$ cat config.mk
export PLATFORM = sky130hd
export DESIGN_NAME = ucc_ctrl
export DESIGN_NICKNAME = d
export VERILOG_FILES = /design/src/inc/ucc_pkg.sv /design/src/inc/ucc_wr_if.sv /design/src/rtl/ucc_serial.sv /design/src/rtl/ucc_autopd.sv /design/src/rtl/ucc_ctrl.sv
export SDC_FILE = /design/constraint.sdc
export NUM_CORES = 1
export LEC_CHECK = 0
export BUFFER_PORTS_ARGS = -buffer_cell sky130_fd_sc_hd__buf_4
export CAP_MARGIN = 20
export CELL_PAD_IN_SITES_DETAIL_PLACEMENT = 0
export CELL_PAD_IN_SITES_GLOBAL_PLACEMENT = 2
export CORE_MARGIN = 3
export CORE_UTILIZATION = 41
export DETAILED_ROUTE_END_ITERATION = 7
export GPL_TIMING_DRIVEN = 0
export PLACE_DENSITY_LB_ADDON = 0.1
export SLEW_MARGIN = 20
export SYNTH_ARGS = -nofsm -noshare
export SYNTH_HDL_FRONTEND = slang
export SYNTH_SLANG_ARGS = --single-unit
export TNS_END_PERCENT = 100
$ cat constraint.sdc
create_clock -name CLK -period 2.6 [get_ports CLK]
set_input_delay 0.52 -clock CLK [delete_from_list [all_inputs] [get_ports CLK]]
set_output_delay 0.52 -clock CLK [all_outputs]
set_load 0.02 [all_outputs]
$ cat src/inc/ucc_pkg.sv
// constants for the upconverter control low-bits block
// assumes one 10 MHz system clock and a serial control port host
package ucc_pkg;
  // =========================================
  // register map
  localparam logic [4:0] CTRL_ONE_ADDR = 5'h00;
  localparam logic [31:0] CTRL_ONE_RESET = 32'h0000_0000;
  // open bits are not stored and read as zero
  localparam logic [31:0] CTRL_ONE_MASK = 32'h0301_2fff;
  // =========================================
  // field positions
  localparam int B_MODE_HI = 25;
  localparam int B_MODE_LO = 24;
  localparam int B_SINE = 16;
  localparam int B_AUTOCLR = 13;
  localparam int B_CLRACC = 11;
  localparam int B_RAMPLD = 10;
  localparam int B_ASK_EN = 9;
  localparam int B_ASK_AUTO = 8;
  localparam int B_DIG_PD = 7;
  localparam int B_DAC_PD = 6;
  localparam int B_REF_PD = 5;
  localparam int B_AUX_PD = 4;
  localparam int B_EXT_FAST = 3;
  localparam int B_AUTO_PD = 2;
  localparam int B_THREE_WIRE = 1;
  localparam int B_LSB_FIRST = 0;
  localparam logic [1:0] MODE_SINGLE_TONE = 2'h1;
  // =========================================
  // serial frame: 8 instruction bits, 32 data bits
  localparam int INSTR_RD_BIT = 7;
  localparam logic [5:0] CNT_INS_LAST = 6'h07;
  localparam logic [5:0] CNT_DATA_FIRST = 6'h08;
  localparam logic [5:0] CNT_LAST = 6'h27;
  localparam logic [5:0] CNT_DONE = 6'h28;
  localparam logic [4:0] IDX_TOP = 5'h1f;
  // =========================================
  // auto power-down flush length in clock cycles
  localparam int FLUSH_CYCLES_DEF = 16;
endpackage

$ cat src/inc/ucc_wr_if.sv
// register write/read carrier between serial port and register file
// assumes both ends share the system clock
`timescale 1ns/10ps
interface ucc_wr_if;
  logic wr;
  logic [31:0] wdata;
  logic [31:0] rdata;
  modport port (output wr, output wdata, input rdata);
  modport regs (input wr, input wdata, output rdata);
endinterface

$ cat src/rtl/ucc_serial.sv
// serial control port slave, sclk sampled by the system clock
// assumes sclk far slower than clk and inputs synchronous to clk
`timescale 1ns/10ps
module ucc_serial
  import ucc_pkg::*;
(
  input wire logic clk,
  input wire logic rst_b,
  input wire logic sclk,
  input wire logic cs_b,
  input wire logic sdio_in,
  input wire logic lsb_first,
  input wire logic three_wire,
  ucc_wr_if.port bus,
  output logic sdio_out,
  output logic sdio_oe_b,
  output logic sdo_out,
  output logic sdo_oe_b
);
  logic sclk_q, rd_q, hit_q, out_q, wr_q;
  logic [5:0] cnt_q;
  logic [7:0] ins_q;
  logic [31:0] sh_q, rsh_q, wd_q;
  // =========================================
  // decode
  wire rise = sclk & ~sclk_q & ~cs_b & (cnt_q != CNT_DONE);
  wire fall = ~sclk & sclk_q & ~cs_b;
  wire in_ins = cnt_q <= CNT_INS_LAST;
  wire data_ph = cnt_q >= CNT_DATA_FIRST;
  wire [7:0] ins_d = lsb_first ? {sdio_in, ins_q[7:1]} : {ins_q[6:0], sdio_in};
  wire [31:0] sh_d = lsb_first ? {sdio_in, sh_q[31:1]} : {sh_q[30:0], sdio_in};
  wire hit_d = ins_d[4:0] == CTRL_ONE_ADDR;
  wire [5:0] idx6 = cnt_q - CNT_DATA_FIRST;
  wire [4:0] idx = idx6[4:0];
  wire rd_bit = lsb_first ? rsh_q[idx] : rsh_q[IDX_TOP - idx];
  wire reading = rd_q & data_ph & ~cs_b;
  // =========================================
  // shifting
  always_ff @(posedge clk or negedge rst_b)
  begin
    if (!rst_b)
    begin
      sclk_q <= 1'b0;
      cnt_q <= 6'h00;
    end
    else
    begin
      sclk_q <= sclk;
      if (cs_b)
        cnt_q <= 6'h00;
      else if (rise)
        cnt_q <= cnt_q + 6'h01;
    end
  end
  always_ff @(posedge clk or negedge rst_b)
  begin
    if (!rst_b)
    begin
      ins_q <= 8'h00;
      rd_q <= 1'b0;
      hit_q <= 1'b0;
      rsh_q <= 32'h0000_0000;
    end
    else if (rise && in_ins)
    begin
      ins_q <= ins_d;
      if (cnt_q == CNT_INS_LAST)
      begin
        rd_q <= ins_d[INSTR_RD_BIT];
        hit_q <= hit_d;
        // unmapped addresses read back as zero
        rsh_q <= hit_d ? bus.rdata : 32'h0000_0000;
      end
    end
  end
  always_ff @(posedge clk or negedge rst_b)
  begin
    if (!rst_b)
    begin
      sh_q <= 32'h0000_0000;
      wd_q <= 32'h0000_0000;
      wr_q <= 1'b0;
      out_q <= 1'b0;
    end
    else
    begin
      if (rise && data_ph)
        sh_q <= sh_d;
      wr_q <= rise & (cnt_q == CNT_LAST) & ~rd_q & hit_q;
      if (rise && cnt_q == CNT_LAST)
        wd_q <= sh_d;
      if (fall && reading)
        out_q <= rd_bit;
    end
  end
  // =========================================
  // pins: two-wire turns sdio around, three-wire uses sdo
  assign bus.wr = wr_q;
  assign bus.wdata = wd_q;
  assign sdio_out = out_q;
  assign sdo_out = out_q;
  assign sdio_oe_b = ~(reading & ~three_wire);
  assign sdo_oe_b = ~(reading & three_wire);
endmodule // ucc_serial

$ cat src/rtl/ucc_autopd.sv
// automatic transmit-idle power-down sequencer
// assumes transmit enable is synchronous to clk
`timescale 1ns/10ps
module ucc_autopd
  import ucc_pkg::*;
#(
  parameter int FLUSH_CYCLES = FLUSH_CYCLES_DEF
)
(
  input wire logic clk,
  input wire logic rst_b,
  input wire logic enable,
  input wire logic tx_en,
  output logic flush,
  output logic stop
);
  localparam int CW = $clog2(FLUSH_CYCLES + 1);
  localparam logic [CW-1:0] LAST = CW'(FLUSH_CYCLES - 1);
  if (FLUSH_CYCLES < 1)
  begin : g_chk
    $error("flush length must be at least one cycle");
  end
  typedef enum logic [1:0] {AP_RUN, AP_FLUSH, AP_STOP} ucc_ap_e;
  ucc_ap_e state_q;
  logic [CW-1:0] cnt_q;
  wire leave = tx_en | ~enable;
  // =========================================
  // sequencer
  always_ff @(posedge clk or negedge rst_b)
  begin
    if (!rst_b)
    begin
      state_q <= AP_RUN;
      cnt_q <= '0;
    end
    else
    begin
      case (state_q)
        AP_RUN:
          if (!leave)
          begin
            state_q <= AP_FLUSH;
            cnt_q <= '0;
          end
        AP_FLUSH:
          if (leave)
            state_q <= AP_RUN;
          else if (cnt_q == LAST)
            state_q <= AP_STOP;
          else
            cnt_q <= cnt_q + 1'b1;
        AP_STOP:
          if (leave)
            state_q <= AP_RUN;
        default:
          state_q <= AP_RUN;
      endcase
    end
  end
  assign flush = state_q == AP_FLUSH;
  assign stop = state_q == AP_STOP;
endmodule // ucc_autopd

$ cat src/rtl/ucc_ctrl.sv
// control function one, low half: staging, update and effects
// assumes io update, profile and pins are synchronous to CLK
`timescale 1ns/10ps
// Function
// - sine select bit routes synthesizer sine output instead of cosine.
// - bit 13 clears phase accumulator on each update or profile change.
// - bit 11 holds phase accumulator in static reset while set.
// - bit 10 reloads ramp rate timer on each update or profile change.
// - bit 9 enables keying; bit 8 picks manual or automatic only when enabled.
// - bit 7 stops digital core clocks immediately, no update needed.
// - bit 6 powers down main converter clocks and bias.
// - bit 5 powers down reference input and multiplier immediately.
// - bit 4 powers down auxiliary converter clocks and bias.
// - bit 3 selects full or fast recovery for external power-down pin.
// - bit 2 with transmit enable low flushes baseband then stops clocks.
// - stopped clocks restart once transmit enable goes high.
// - auto power-down ignored in single tone mode.
// - bit 1 picks two-wire bidirectional or three-wire input-only data pin.
// - bit 0 picks msb-first or lsb-first serial bit order.
// - mode 01 is single tone; sine select only applies there.
module ucc_ctrl
  import ucc_pkg::*;
#(
  parameter int FLUSH_CYCLES = FLUSH_CYCLES_DEF
)
(
  input wire logic CLK,
  input wire logic RST_B,
  input wire logic SCLK,
  input wire logic CS_B,
  input wire logic SDIO_IN,
  output logic SDIO_OUT,
  output logic SDIO_OE_B,
  output logic SDO_OUT,
  output logic SDO_OE_B,
  input wire logic IO_UPDATE,
  input wire logic [2:0] PROFILE,
  input wire logic EXTERNAL_POWERDOWN_PIN,
  input wire logic TRANSMIT_ENABLE_PIN,
  output logic SINE_SELECT,
  output logic PHASE_ACC_SYNC_CLEAR,
  output logic PHASE_ACC_HOLD,
  output logic RAMP_TIMER_RELOAD,
  output logic AMPLITUDE_SHIFT_KEYING_EN,
  output logic AMPLITUDE_SHIFT_KEYING_AUTO,
  output logic AMPLITUDE_SHIFT_KEYING_MANUAL,
  output logic CORE_CLK_STOP,
  output logic DAC_POWERDOWN,
  output logic REFERENCE_CLOCK_INPUT_POWERDOWN,
  output logic AUX_DAC_POWERDOWN,
  output logic FULL_POWERDOWN,
  output logic FAST_POWERDOWN,
  output logic BASEBAND_FLUSH,
  output logic THREE_WIRE_MODE,
  output logic LSB_FIRST_MODE
);
  ucc_wr_if bus ();
  logic [31:0] cfr_q, act_q;
  logic [2:0] prof_q;
  logic ap_flush, ap_stop;
  logic sine_q, sync_clr_q, hold_q, ramp_q;
  logic ask_en_q, ask_auto_q, ask_man_q;
  logic core_stop_q, dac_pd_q, ref_pd_q, aux_pd_q;
  logic full_pd_q, fast_pd_q, flush_q;
  // =========================================
  // serial port
  ucc_serial u_serial (
    .clk(CLK),
    .rst_b(RST_B),
    .sclk(SCLK),
    .cs_b(CS_B),
    .sdio_in(SDIO_IN),
    .lsb_first(act_q[B_LSB_FIRST]),
    .three_wire(act_q[B_THREE_WIRE]),
    .bus(bus.port),
    .sdio_out(SDIO_OUT),
    .sdio_oe_b(SDIO_OE_B),
    .sdo_out(SDO_OUT),
    .sdo_oe_b(SDO_OE_B)
  );
  assign bus.rdata = cfr_q;
  // =========================================
  // staging and active copies
  always_ff @(posedge CLK or negedge RST_B)
  begin
    if (!RST_B)
      cfr_q <= CTRL_ONE_RESET;
    else if (bus.wr)
      cfr_q <= bus.wdata & CTRL_ONE_MASK;
  end
  // a write landing with an update is applied at the next update
  always_ff @(posedge CLK or negedge RST_B)
  begin
    if (!RST_B)
      act_q <= CTRL_ONE_RESET;
    else if (IO_UPDATE)
      act_q <= cfr_q;
  end
  always_ff @(posedge CLK or negedge RST_B)
  begin
    if (!RST_B)
      prof_q <= 3'h0;
    else
      prof_q <= PROFILE;
  end
  // =========================================
  // decode
  wire prof_chg = PROFILE != prof_q;
  wire evt = IO_UPDATE | prof_chg;
  wire single_tone = act_q[B_MODE_HI:B_MODE_LO] == MODE_SINGLE_TONE;
  wire sine_d = act_q[B_SINE] & single_tone;
  wire sync_clr_d = act_q[B_AUTOCLR] & evt;
  wire hold_d = act_q[B_CLRACC];
  wire ramp_d = act_q[B_RAMPLD] & evt;
  wire ask_en_d = act_q[B_ASK_EN];
  wire ask_auto_d = ask_en_d & act_q[B_ASK_AUTO];
  wire ask_man_d = ask_en_d & ~act_q[B_ASK_AUTO];
  // immediate bits read the staging copy directly
  wire core_stop_d = cfr_q[B_DIG_PD] | ap_stop;
  wire ref_pd_d = cfr_q[B_REF_PD];
  wire full_pd_d = EXTERNAL_POWERDOWN_PIN & ~act_q[B_EXT_FAST];
  wire fast_pd_d = EXTERNAL_POWERDOWN_PIN & act_q[B_EXT_FAST];
  wire ap_en = act_q[B_AUTO_PD] & ~single_tone;
  // =========================================
  // transmit-idle power-down
  ucc_autopd #(
    .FLUSH_CYCLES(FLUSH_CYCLES)
  ) u_autopd (
    .clk(CLK),
    .rst_b(RST_B),
    .enable(ap_en),
    .tx_en(TRANSMIT_ENABLE_PIN),
    .flush(ap_flush),
    .stop(ap_stop)
  );
  // =========================================
  // registered outputs
  always_ff @(posedge CLK or negedge RST_B)
  begin
    if (!RST_B)
    begin
      sine_q <= 1'b0;
      sync_clr_q <= 1'b0;
      hold_q <= 1'b0;
      ramp_q <= 1'b0;
      ask_en_q <= 1'b0;
      ask_auto_q <= 1'b0;
      ask_man_q <= 1'b0;
    end
    else
    begin
      sine_q <= sine_d;
      sync_clr_q <= sync_clr_d;
      hold_q <= hold_d;
      ramp_q <= ramp_d;
      ask_en_q <= ask_en_d;
      ask_auto_q <= ask_auto_d;
      ask_man_q <= ask_man_d;
    end
  end
  always_ff @(posedge CLK or negedge RST_B)
  begin
    if (!RST_B)
    begin
      core_stop_q <= 1'b0;
      dac_pd_q <= 1'b0;
      ref_pd_q <= 1'b0;
      aux_pd_q <= 1'b0;
      full_pd_q <= 1'b0;
      fast_pd_q <= 1'b0;
      flush_q <= 1'b0;
    end
    else
    begin
      core_stop_q <= core_stop_d;
      dac_pd_q <= act_q[B_DAC_PD];
      ref_pd_q <= ref_pd_d;
      aux_pd_q <= act_q[B_AUX_PD];
      full_pd_q <= full_pd_d;
      fast_pd_q <= fast_pd_d;
      flush_q <= ap_flush;
    end
  end
  assign SINE_SELECT = sine_q;
  assign PHASE_ACC_SYNC_CLEAR = sync_clr_q;
  assign PHASE_ACC_HOLD = hold_q;
  assign RAMP_TIMER_RELOAD = ramp_q;
  assign AMPLITUDE_SHIFT_KEYING_EN = ask_en_q;
  assign AMPLITUDE_SHIFT_KEYING_AUTO = ask_auto_q;
  assign AMPLITUDE_SHIFT_KEYING_MANUAL = ask_man_q;
  assign CORE_CLK_STOP = core_stop_q;
  assign DAC_POWERDOWN = dac_pd_q;
  assign REFERENCE_CLOCK_INPUT_POWERDOWN = ref_pd_q;
  assign AUX_DAC_POWERDOWN = aux_pd_q;
  assign FULL_POWERDOWN = full_pd_q;
  assign FAST_POWERDOWN = fast_pd_q;
  assign BASEBAND_FLUSH = flush_q;
  assign THREE_WIRE_MODE = act_q[B_THREE_WIRE];
  assign LSB_FIRST_MODE = act_q[B_LSB_FIRST];
endmodule // ucc_ctrl

# After elaboration in Yosys (flattened, before gate mapping)
# Index checks and enable logic that the tools add are counted.
# totals
reg_bits	165
inputBits	11
out_inout_bits	20
elab_cells	114
# op_classes
addsub	4
order_cmp	4
n_eq_ne	13
mux	19
bitwise	34
reduce_logical	11
# ops
cell	count
32-bit two-way mux	1
26-bit two-way mux	1
1-bit AND	20
5-bit two-way mux	3
5-bit by 6-bit less-than comparator with 1-bit output (second input constant)	2
6-bit two-way mux	2
1-bit inverter	11
1-bit binary-select mux with 5-bit select	2
5-bit case mux with 2 select lines	1
2-bit two-way mux	4
8-bit two-way mux	1
6-bit by 1-bit adder with 6-bit output (second input constant)	1
6-bit by 3-bit equality test with 1-bit output (second input constant)	1
6-bit equality test (second input constant)	1
6-bit by 4-bit greater-or-equal comparator with 1-bit output (second input constant)	1
6-bit by 3-bit less-or-equal comparator with 1-bit output (second input constant)	1
2-bit != test (second input constant)	3
6-bit != test (second input constant)	1
2-bit case mux with 3 select lines	1
5-bit by 1-bit adder with 5-bit output (second input constant)	1
5-bit by 4-bit equality test with 1-bit output (second input constant)	1
5-bit logical NOT	1
5-bit by 4-bit subtractor with 5-bit output (second input constant)	1
5-bit subtractor (first input constant)	1
other kinds (13)	22

# Longest topological paths before layout
# Gate-level depths: netlist of the first run.
# depth
ltp_word	7
mapped_depth	10
depth_no_buf	8

# By module
# From an unflattened synthesis of the first run, not the netlist that was laid out.
# hier_totals
hier_cells	611
area_unflattened_um2	7304.5
# modules_own_cells
mod	instances	cells_per_inst	area_per_inst_um2	seq_area_each_um2
ucc_serial	1	474	5218.8	2877.8
ucc_ctrl	1	101	1716.6	1176.1
ucc_autopd	1	36	369.1	175.2

# Worst setup path before layout of the first run
# OpenSTA, ideal clock, no wires.
# synth_path
kind	register to output
from	register u_serial.cnt_q[4]
to	output SDIO_OE_B
t_arrival_ns	1.642
required_time_ns	2.080
slack_ns	0.438
stages_incl_launch_ff	6
path_buffers	0
cell_sequence	dfrtp_1 -> inv_1 -> ha_1 -> or4b_4 -> a211oi_2 -> or2b_1
# synth_via
elab_chain_cells	5
# synth_rtl
item	line	source
from (decl)	ucc_serial.sv:21	logic [5:0] cnt_q;
from (signal assigned)	ucc_serial.sv:52	cnt_q <= cnt_q + 6'h01;
6-bit by 4-bit greater-or-equal comparator with 1-bit output	ucc_serial.sv:29	wire data_ph = cnt_q >= CNT_DATA_FIRST;
1-bit AND (2 in a row)	ucc_serial.sv:36	wire reading = rd_q & data_ph & ~cs_b;
1-bit AND	ucc_serial.sv:102	assign sdio_oe_b = ~(reading & ~three_wire);
1-bit inverter	ucc_serial.sv:102	
to (decl)	ucc_ctrl.sv:33	output logic SDIO_OE_B,
# No other way between the ends.

# Worst setup path after layout of the first run
# Same ends and word-level chain as after synthesis.

==> impl_metrics.csv, run 1 <==
group,metric,value,unit
floorplan,die_height,126,um
worst_setup_path,critPathBufInv,2,
synthesis,netlist_area_before_placement,5870,um^2
pwr,peak_vdd_ir,452,uV
drt,met3WireLength,323,um
floorplan,fp.dieW,126,um
finish,layout_commonest_cell,"sky130_fd_sc_hd__dfrtp_1",
drt,route.top_layer_used,"met4",
run,max_cap_violations,0,
floorplan,core-area,13900,um^2
timing,finalSetupViolCount,2,
worst_setup_path,critical_path_required,2.08,ns
timing,slew_headroom,48.0,%
worst_setup_path,reg2reg_to,"u_serial.ins_q[6]$_DFFE_PN0P_",
grt,number_of_global_route_vias_before_repair,3999,
finish,drive_gt1_share,22.2,%
grt,grt_usage,16.3,%
timing,final.setup.worst_slack,-0.122,ns
cts,clk_pin_slew,0.06,ns
drt,antenna_violating_nets_post_route,0,
run_status,result_of_the_run,"finished, violations left",
timing,fmax,367,MHz
cts,cts_tree,"built",
floorplan,io_pins,31,
floorplan,start_util,42.2,%
worst_setup_path,worst_path_dominant_cell_family,"simple AND/OR/NAND/NOR gates",
cts,cts_inserted_buffers,17,
drt,initialDrtViolationCount,205,
cts,root_buffer,"sky130_fd_sc_hd__clkbuf_16",
synthesis,number_of_flops_mapped_to_enable_cells_by_yosys,0,
placement,gp_routability_congestion,0.771,
floorplan,fp.dieArea,15800,um^2
synthesis,postSynth.topFlopCell,"sky130_fd_sc_hd__dfrtp_1",
cts,clock-sinks,137,
placement,dp.final_hpwl,8530,um
worst_setup_path,crit-reg2reg-launch,"u_serial.cnt_q[1]$_DFFE_PN0P_",
pwr,leakagePower,0.00310,uW
timing,report.final.hold_viol_count,0,
worst_setup_path,setup.worst_path.start_class,"register",
synthesis,syn_area_per_cell,11.7,um^2
min_path,hold_path_class,"primary input to register",
drt,wl_met2,5650,um
finish,insertedDiodeCount,0,
worst_setup_path,crit_path_end,"SDIO_OE_B",
finish,post-route-util,50.4,%
floorplan,placementRows,43,
synthesis,yosys_warnings,0,
timing,timing_worst_slew_pin_value,0.780,ns
worst_setup_path,critPathLaunch,"u_serial.cnt_q[4]$_DFFE_PN0P_",
worst_setup_path,reg2reg_setup_slack,0.21,ns
synthesis,asyncSetResetFlopFracSynth,100,%
grt,grt_start_max_net_pins,95,
worst_setup_path,crit_path_top_delay_cell,"sky130_fd_sc_hd__or4b_4",
placement,place_inst,711,
grt,global_route.overflow_total,0,
drt,vias_per_cell,5.13,
grt,grt_antenna_before_repair,0,
synthesis,ys_types,54,
worst_setup_path,cell_chain_of_the_critical_path,"inv_2 > ha_4 > or4b_4 > a211oi_4 > or2b_1 > buf_6",
timing,grt_setup_unrepaired,"true",
finish,final_cell_area,7020,um^2
grt,grt_pass1_wl,20500,um
worst_setup_path,critPathMaxFanout,3,
synthesis,yosys_register_bits,137,
drt,vias,3831,
worst_setup_path,worst-path-stages,6,
finish,area.growth.synth_to_final,19.6,%
run_status,failed_checks,"setup timing",
cts,clock_path_buffers,2,
placement,buffers_added_on_ports,28,
timing,clock-skew-final,0.00688,ns
worst_setup_path,criticalPathCategory,"register to primary output",
timing,final_max_slew_viols,0,
synthesis,syn_nets,519,
pwr,powerDensity,690,nW/um^2
timing,portion_of_the_clock_cycle_consumed_by_the_worst_path_in_the_final_layout,105,%
finish,final_cell_count_no_fill,747,
cts,htreeDepth,4,
drt,post_drt_wl_per_cell,16.2,um
synthesis,postSynthCellCount,502,
cts,clock_insertion_delay_worst_skew,0.41,ns
drt,postRouteWirelength,12100,um
placement,dpl_cell_area,6340,um^2
finish,layout.nets,572,
worst_setup_path,timing.critical_path.arrival,2.20,ns
timing,setup_total_negative_slack,-0.184,ns
worst_setup_path,slowest_delay,0.48,ns
timing,post-route-min-period,2.72,ns
placement,preCtsSetupSlack,0.134,ns
drt,drc_errors,0,
synthesis,synth_sequential_area_ratio,58.4,%
drt,met1_routed_wirelength_after_detailed_routing,5930,um
drt,drt_pre_antenna_iters,4,
finish,layout_common_cells,"sky130_fd_sc_hd__dfrtp_1 (136), sky130_fd_sc_hd__nand2_1 (68), sky130_fd_sc_hd__o21ai_0 (43)",
worst_setup_path,worstRegToRegCells,9,
worst_setup_path,setup.worst_path.end_class,"primary output",
flip-flops by register name, indices dropped and copies added (netlist names), 2 cells and up:
signal	count
u_serial.sh_q	32
bus.rdata	16
u_serial.bus.wdata	16
u_serial.rsh_q	16
act_q	14
u_serial.ins_q	8
u_serial.cnt_q	6
u_autopd.cnt_q	5
prof_q	3
u_autopd.state_q	2
kinds of logic (layout without fill, tap and decap cells):
group,after synthesis,count (layout),synth area share [%]
DFF,137,137,58.4
muxes,77,77,14.3
AOI/OAI and AO/OA,106,106,11.6
buffers and inverters,43,108,3.22
adders and majority gates,6,6,1.28
and+or+nand+nor,125,125,10.0
xor gates and xnor gates,8,8,1.19
metal layers:
layer  vias up  global-route usage (%)
met1      1895                    22.1
met4         0                    6.38
met2        50                    25.0
met3        16                    4.41
met5         -                       0
li1       1870                       -
how the worst min path moves through the flow:
stage / slack, ns / to / cells past startpoint / startpoint
finish: 0.22 / prof_q[0]$_DFF_PN0_ / 1 / PROFILE[0]
global route: 0.20 / prof_q[2]$_DFF_PN0_ / 1 / PROFILE[2]
CTS: 0.20 / prof_q[0]$_DFF_PN0_ / 1 / PROFILE[0]
detailed placement: 0.36 / AUX_DAC_POWERDOWN$_DFF_PN0_ / 0 / act_q[4]$_DFFE_PN0P_
global placement: 0.36 / AUX_DAC_POWERDOWN$_DFF_PN0_ / 0 / act_q[4]$_DFFE_PN0P_
floorplan: 0.22 / AMPLITUDE_SHIFT_KEYING_AUTO$_DFF_PN0_ / 0 / RST_B
per-stage QoR:
step,power (uW),hold WS (ns)
finish,4850,0.221
global route,5040,0.203
CTS,4910,0.200
detailed placement,2420,0.359
global placement,2410,0.360
floorplan,2330,0.224
repair_timing:
| item | 4_1_cts | 5_1_grt |
|---|---|---|
| hold endpoints to repair | 14 | 0 |
| hold buffers | 1 | 0 |
| resized for setup | 8 | 0 |
| setup buffers | 4 | 0 |
| endpoints found under the setup margin | 2 | 2 |
| pin swaps | 2 | 1 |
report_power, final:
group	leakage (uW)	internal (uW)	switching (uW)	total, uW
Combinational	0.000937	65.8	107	172
Clock	0.000294	1540	930	2470
Sequential	0.00187	2170	35.3	2210
area by class of cell:
type | instances | area [um^2]
sequential | 137 | 3430
tap | 180 | 225
timing repair buffer | 34 | 293
fill | 1287 | 6910
clock buffer | 18 | 439
multi-input combinational | 322 | 2280
inverter | 12 | 45.0
clock inverter | 13 | 168
buffer | 31 | 144
synthesized netlist by cell type, types with 4 or more instances:
cell	n	share of area, %
sky130_fd_sc_hd__mux2i_1	40	6.8
sky130_fd_sc_hd__ha_1	6	1.3
sky130_fd_sc_hd__and2_1	4	0.43
sky130_fd_sc_hd__buf_2	12	1.0
sky130_fd_sc_hd__o21ai_1	10	0.85
sky130_fd_sc_hd__nand3b_1	4	0.51
sky130_fd_sc_hd__a21oi_1	14	1.2
sky130_fd_sc_hd__o21ai_0	43	3.7
sky130_fd_sc_hd__nand2_1	69	4.4
sky130_fd_sc_hd__inv_1	12	0.77
sky130_fd_sc_hd__clkbuf_1	14	0.89
sky130_fd_sc_hd__a22o_1	16	2.4
sky130_fd_sc_hd__mux2_2	35	6.7
sky130_fd_sc_hd__nand2b_1	4	0.43
sky130_fd_sc_hd__xnor2_1	5	0.75
sky130_fd_sc_hd__nor2b_1	8	0.85
sky130_fd_sc_hd__dfrtp_1	137	58
sky130_fd_sc_hd__nor2_1	17	1.1
Power figures use the tool's default switching activity.
==> run 2, diff against run 1 <==
- ABC_AREA: default -> 1
- CORE_UTILIZATION: 41 -> 38
==> impl_metrics.csv, run 2 <==
group,metric,value,unit
finish,ff_latch_area,3430,um^2
worst_setup_path,critical_path_required,2.08,ns
cts,cts_hold_repair.buffers,0,
finish,regMostFlops,"u_serial.sh_q",
run_status,result_of_the_run,"finished clean",
worst_setup_path,cell_chain_of_the_critical_path,"nor2_2 > nand3_1 > nand2_1 > nand3_1 > inv_1 > nand2_1 > buf_4",
drt,postRouteWirelength,14200,um
synthesis,syn_nets,712,
drt,initialDrtViolationCount,204,
floorplan,start_util,39.7,%
synthesis,asyncSetResetFlopFracSynth,100,%
drt,antenna_violating_nets_post_route,0,
floorplan,core-area,15500,um^2
grt,grt_pass1_wl,24600,um
finish,layout_commonest_cell,"sky130_fd_sc_hd__nand2_1",
cts,clock-sinks,137,
drt,drt_pre_antenna_iters,5,
pwr,powerDensity,671,nW/um^2
pwr,peak_vdd_ir,484,uV
run,max_cap_violations,0,
grt,grt_antenna_before_repair,0,
pwr,total_chip_power,4870,uW
synthesis,postSynthCellCount,695,
synthesis,yosys_warnings,0,
drt,vias,4660,
finish,multi_input_comb_area,2150,um^2
grt,met1_usage,23.7,%
finish,final_cell_area,7250,um^2
synthesis,number_of_flops_mapped_to_enable_cells_by_yosys,0,
grt,global_route.overflow_total,0,
timing,final_max_slew_viols,0,
floorplan,io_pins,31,
timing,fin_hold_ws,0.0274,ns
pwr,share_seq_of_total_power,46.4,%
synthesis,netlist_top_cells_count,"sky130_fd_sc_hd__nand2_1 (174), sky130_fd_sc_hd__dfrtp_1 (137), sky130_fd_sc_hd__o21ai_0 (110), sky130_fd_sc_hd__inv_1 (96), sky130_fd_sc_hd__nor2_1 (41)",
placement,place_inst,936,
finish,final_cell_count_no_fill,969,
grt,grt_start_max_net_pins,81,
cts,cts_inserted_buffers,17,
grt,grt_usage,17.3,%
drt,drc_errors,0,
drt,post_drt_wl_per_cell,14.6,um
placement,dp.final_hpwl,10300,um
pwr,cellInternalPower,3710,uW
timing,finalSetupViolCount,0,
pwr,clock_power_share,48.1,%
timing,post-route-min-period,2.43,ns
synthesis,synth.largest_area_cell,"sky130_fd_sc_hd__dfrtp_1",
placement,gp_routability_congestion,0.786,
finish,largest_register_ffs,32,
synthesis,postSynth.topFlopCell,"sky130_fd_sc_hd__dfrtp_1",
grt,use_met3,4.15,%
pwr,switching_share,23.8,%
floorplan,die_height,133,um
timing,fmax,412,MHz
finish,area.growth.synth_to_final,18.0,%
worst_setup_path,timing.critical_path.arrival,1.91,ns
synthesis,syn_area_per_cell,8.84,um^2
finish,layout_common_cells,"sky130_fd_sc_hd__nand2_1 (174), sky130_fd_sc_hd__dfrtp_1 (137), sky130_fd_sc_hd__o21ai_0 (110)",
worst_setup_path,slowest_delay,0.48,ns
cts,cts_tree,"built",
cts,clk_pin_slew,0.06,ns
cts,clock_path_buffers,2,
grt,number_of_global_route_vias_before_repair,4834,
synthesis,synth_most_common_cell,"sky130_fd_sc_hd__nand2_1",
finish,layout.nets,762,
cts,root_buffer,"sky130_fd_sc_hd__clkbuf_16",
worst_setup_path,critPathMaxFanout,7,
timing,report.final.hold_viol_count,0,
finish,n_fill_cell,1514,
timing,timing_worst_slew_pin_value,0.674,ns
finish,drive_gt1_share,13.9,%
synthesis,netlist_area_before_placement,6140,um^2
floorplan,placementRows,45,
floorplan,fp.dieArea,17700,um^2
placement,dpl_cell_area,6660,um^2
timing,clock-skew-final,0.00664,ns
synthesis,yosys_register_bits,137,
timing,portion_of_the_clock_cycle_consumed_by_the_worst_path_in_the_final_layout,93.3,%
grt,gr-usage-met2,27.7,%
finish,insertedDiodeCount,0,
pwr,total_switching_power,1160,uW
pwr,combinational_cell_fraction_of_total_power,5.5,%
timing,slew_headroom,55.0,%
drt,vias_per_cell,4.81,
worst_setup_path,setup.worst_path.start_class,"register",
worst_setup_path,critPathBufInv,2,
timing,setup_total_negative_slack,0,ns
synthesis,synth_area_leaders,"sky130_fd_sc_hd__dfrtp_1 (56%), sky130_fd_sc_hd__nand2_1 (11%), sky130_fd_sc_hd__o21ai_0 (9.0%)",
worst_setup_path,criticalPathCategory,"register to primary output",
synthesis,netlist.area_leader.share,55.8,%
min_path,hold_path_class,"primary input to asynchronous set/reset pin",
synthesis,ys_types,39,
placement,buffers_added_on_ports,29,
cts,htreeDepth,4,
worst_setup_path,setup.worst_path.end_class,"primary output",
worst_setup_path,crit_path_top_delay_cell,"sky130_fd_sc_hd__dfrtp_1",
grt,top_usage_layer,"met2",
pwr,leakagePower,0.00342,uW
worst_setup_path,worst_path_dominant_cell_family,"simple AND/OR/NAND/NOR gates",
floorplan,fp.dieW,133,um
cts,clock_insertion_delay_worst_skew,0.42,ns
timing,grt_setup_unrepaired,"false",
synthesis,synth_sequential_area_ratio,55.8,%
-- run 2: cell count changes after synthesis, moves of 16 or more --
cell,change
sky130_fd_sc_hd__mux2i_1,-39
sky130_fd_sc_hd__nand2_1,+105
sky130_fd_sc_hd__nor2_1,+24
sky130_fd_sc_hd__mux2_2,-33
sky130_fd_sc_hd__inv_1,+84
sky130_fd_sc_hd__o21ai_0,+67
sky130_fd_sc_hd__nand3_1,+23
sky130_fd_sc_hd__a22o_1,-16
-- run 2: stage by stage --
stage	worst slack, ns	util (%)
2_1_floorplan	0.657	-
3_3_place_gp	0.223	42.8
3_5_place_dp	0.188	43.0
4_1_cts	0.135	46.8
5_1_grt	0.00873	46.8
6_report	0.175	46.8
-- run 2: cell type report --
type | instances | share of cell area, %
clock buffer | 17 | 5.87
multi-input combinational | 427 | 29.7
timing repair buffer | 31 | 3.59
clock inverter | 15 | 2.11
buffer | 31 | 2.61
tap | 211 | 3.64
sequential | 137 | 47.3
inverter | 100 | 5.21
-- run 2: kinds of logic (layout without fill, tap and decap cells) --
logic type / after synthesis / count (layout) / share of synthesized area, %
simple gates: 259 / 259 / 17.9
compound gates: 154 / 154 / 14.5
flops: 137 / 137 / 55.8
buf+inv: 131 / 194 / 9.21
fa+ha+maj: 6 / 6 / 1.22
xor+xnor: 4 / 4 / 0.570
mux: 4 / 4 / 0.774
-- run 2: worst register-to-register path, stage by stage, from the launching register on --
cell and delay [ns]:
sky130_fd_sc_hd__dfrtp_1 0.39, sky130_fd_sc_hd__clkinv_1 0.24, sky130_fd_sc_hd__clkbuf_1 0.32, sky130_fd_sc_hd__ha_1 0.28
sky130_fd_sc_hd__nand4_2 0.11, sky130_fd_sc_hd__nand2_4 0.11, sky130_fd_sc_hd__a21oi_4 0.32, sky130_fd_sc_hd__buf_6 0.21
sky130_fd_sc_hd__mux2_4 0.30
-- run 2: repair_timing --
| item | 4_1_cts | 5_1_grt |
|---|---|---|
| gates resized for setup | 1 | 2 |
| endpoints found under the hold margin | 0 | 0 |
| setup endpoints to repair | 2 | 6 |
| pin swaps | 0 | 1 |
| buffers inserted | 0 | 1 |
-- run 2: power groups by stage --
stage               registers (uW)  logic (uW)  clock network (uW)
floorplan                     2290         149                   0
global placement              2290         259                   0
detailed placement            2300         272                   0
CTS                           2260         273                2400
global route                  2270         310                2500
finish                        2260         266                2340
-- run 2: final timing paths --
| check | cells past startpoint | to | start | slack [ns] |
|---|---|---|---|---|
| min in group CLK | 1 | u_serial.sclk_q$_DFF_PN0_ | SCLK | 0.22 |
| min | 1 | u_autopd.cnt_q[2]$_DFFE_PN0P_ | RST_B | 0.03 |
| min reg2reg | 0 | AUX_DAC_POWERDOWN$_DFF_PN0_ | act_q[4]$_DFFE_PN0P_ | 0.38 |
| max | 7 | SDO_OE_B | u_serial.cnt_q[2]$_DFFE_PN0P_ | 0.17 |
| max reg2reg | 8 | u_serial.sh_q[25]$_DFFE_PN0P_ | u_serial.cnt_q[0]$_DFFE_PN0P_ | 0.22 |
| max in group asynchronous | 2 | u_serial.sh_q[14]$_DFFE_PN0P_ | RST_B | 1.84 |
-- run 2: layer usage --
metal / part of all wire (%) / vias to the layer above
li1: - / 2331
met1: 48 / 2252
met2: 48 / 67
met3: 3.3 / 10
met4: 1.1 / 0
met5: 0 / -
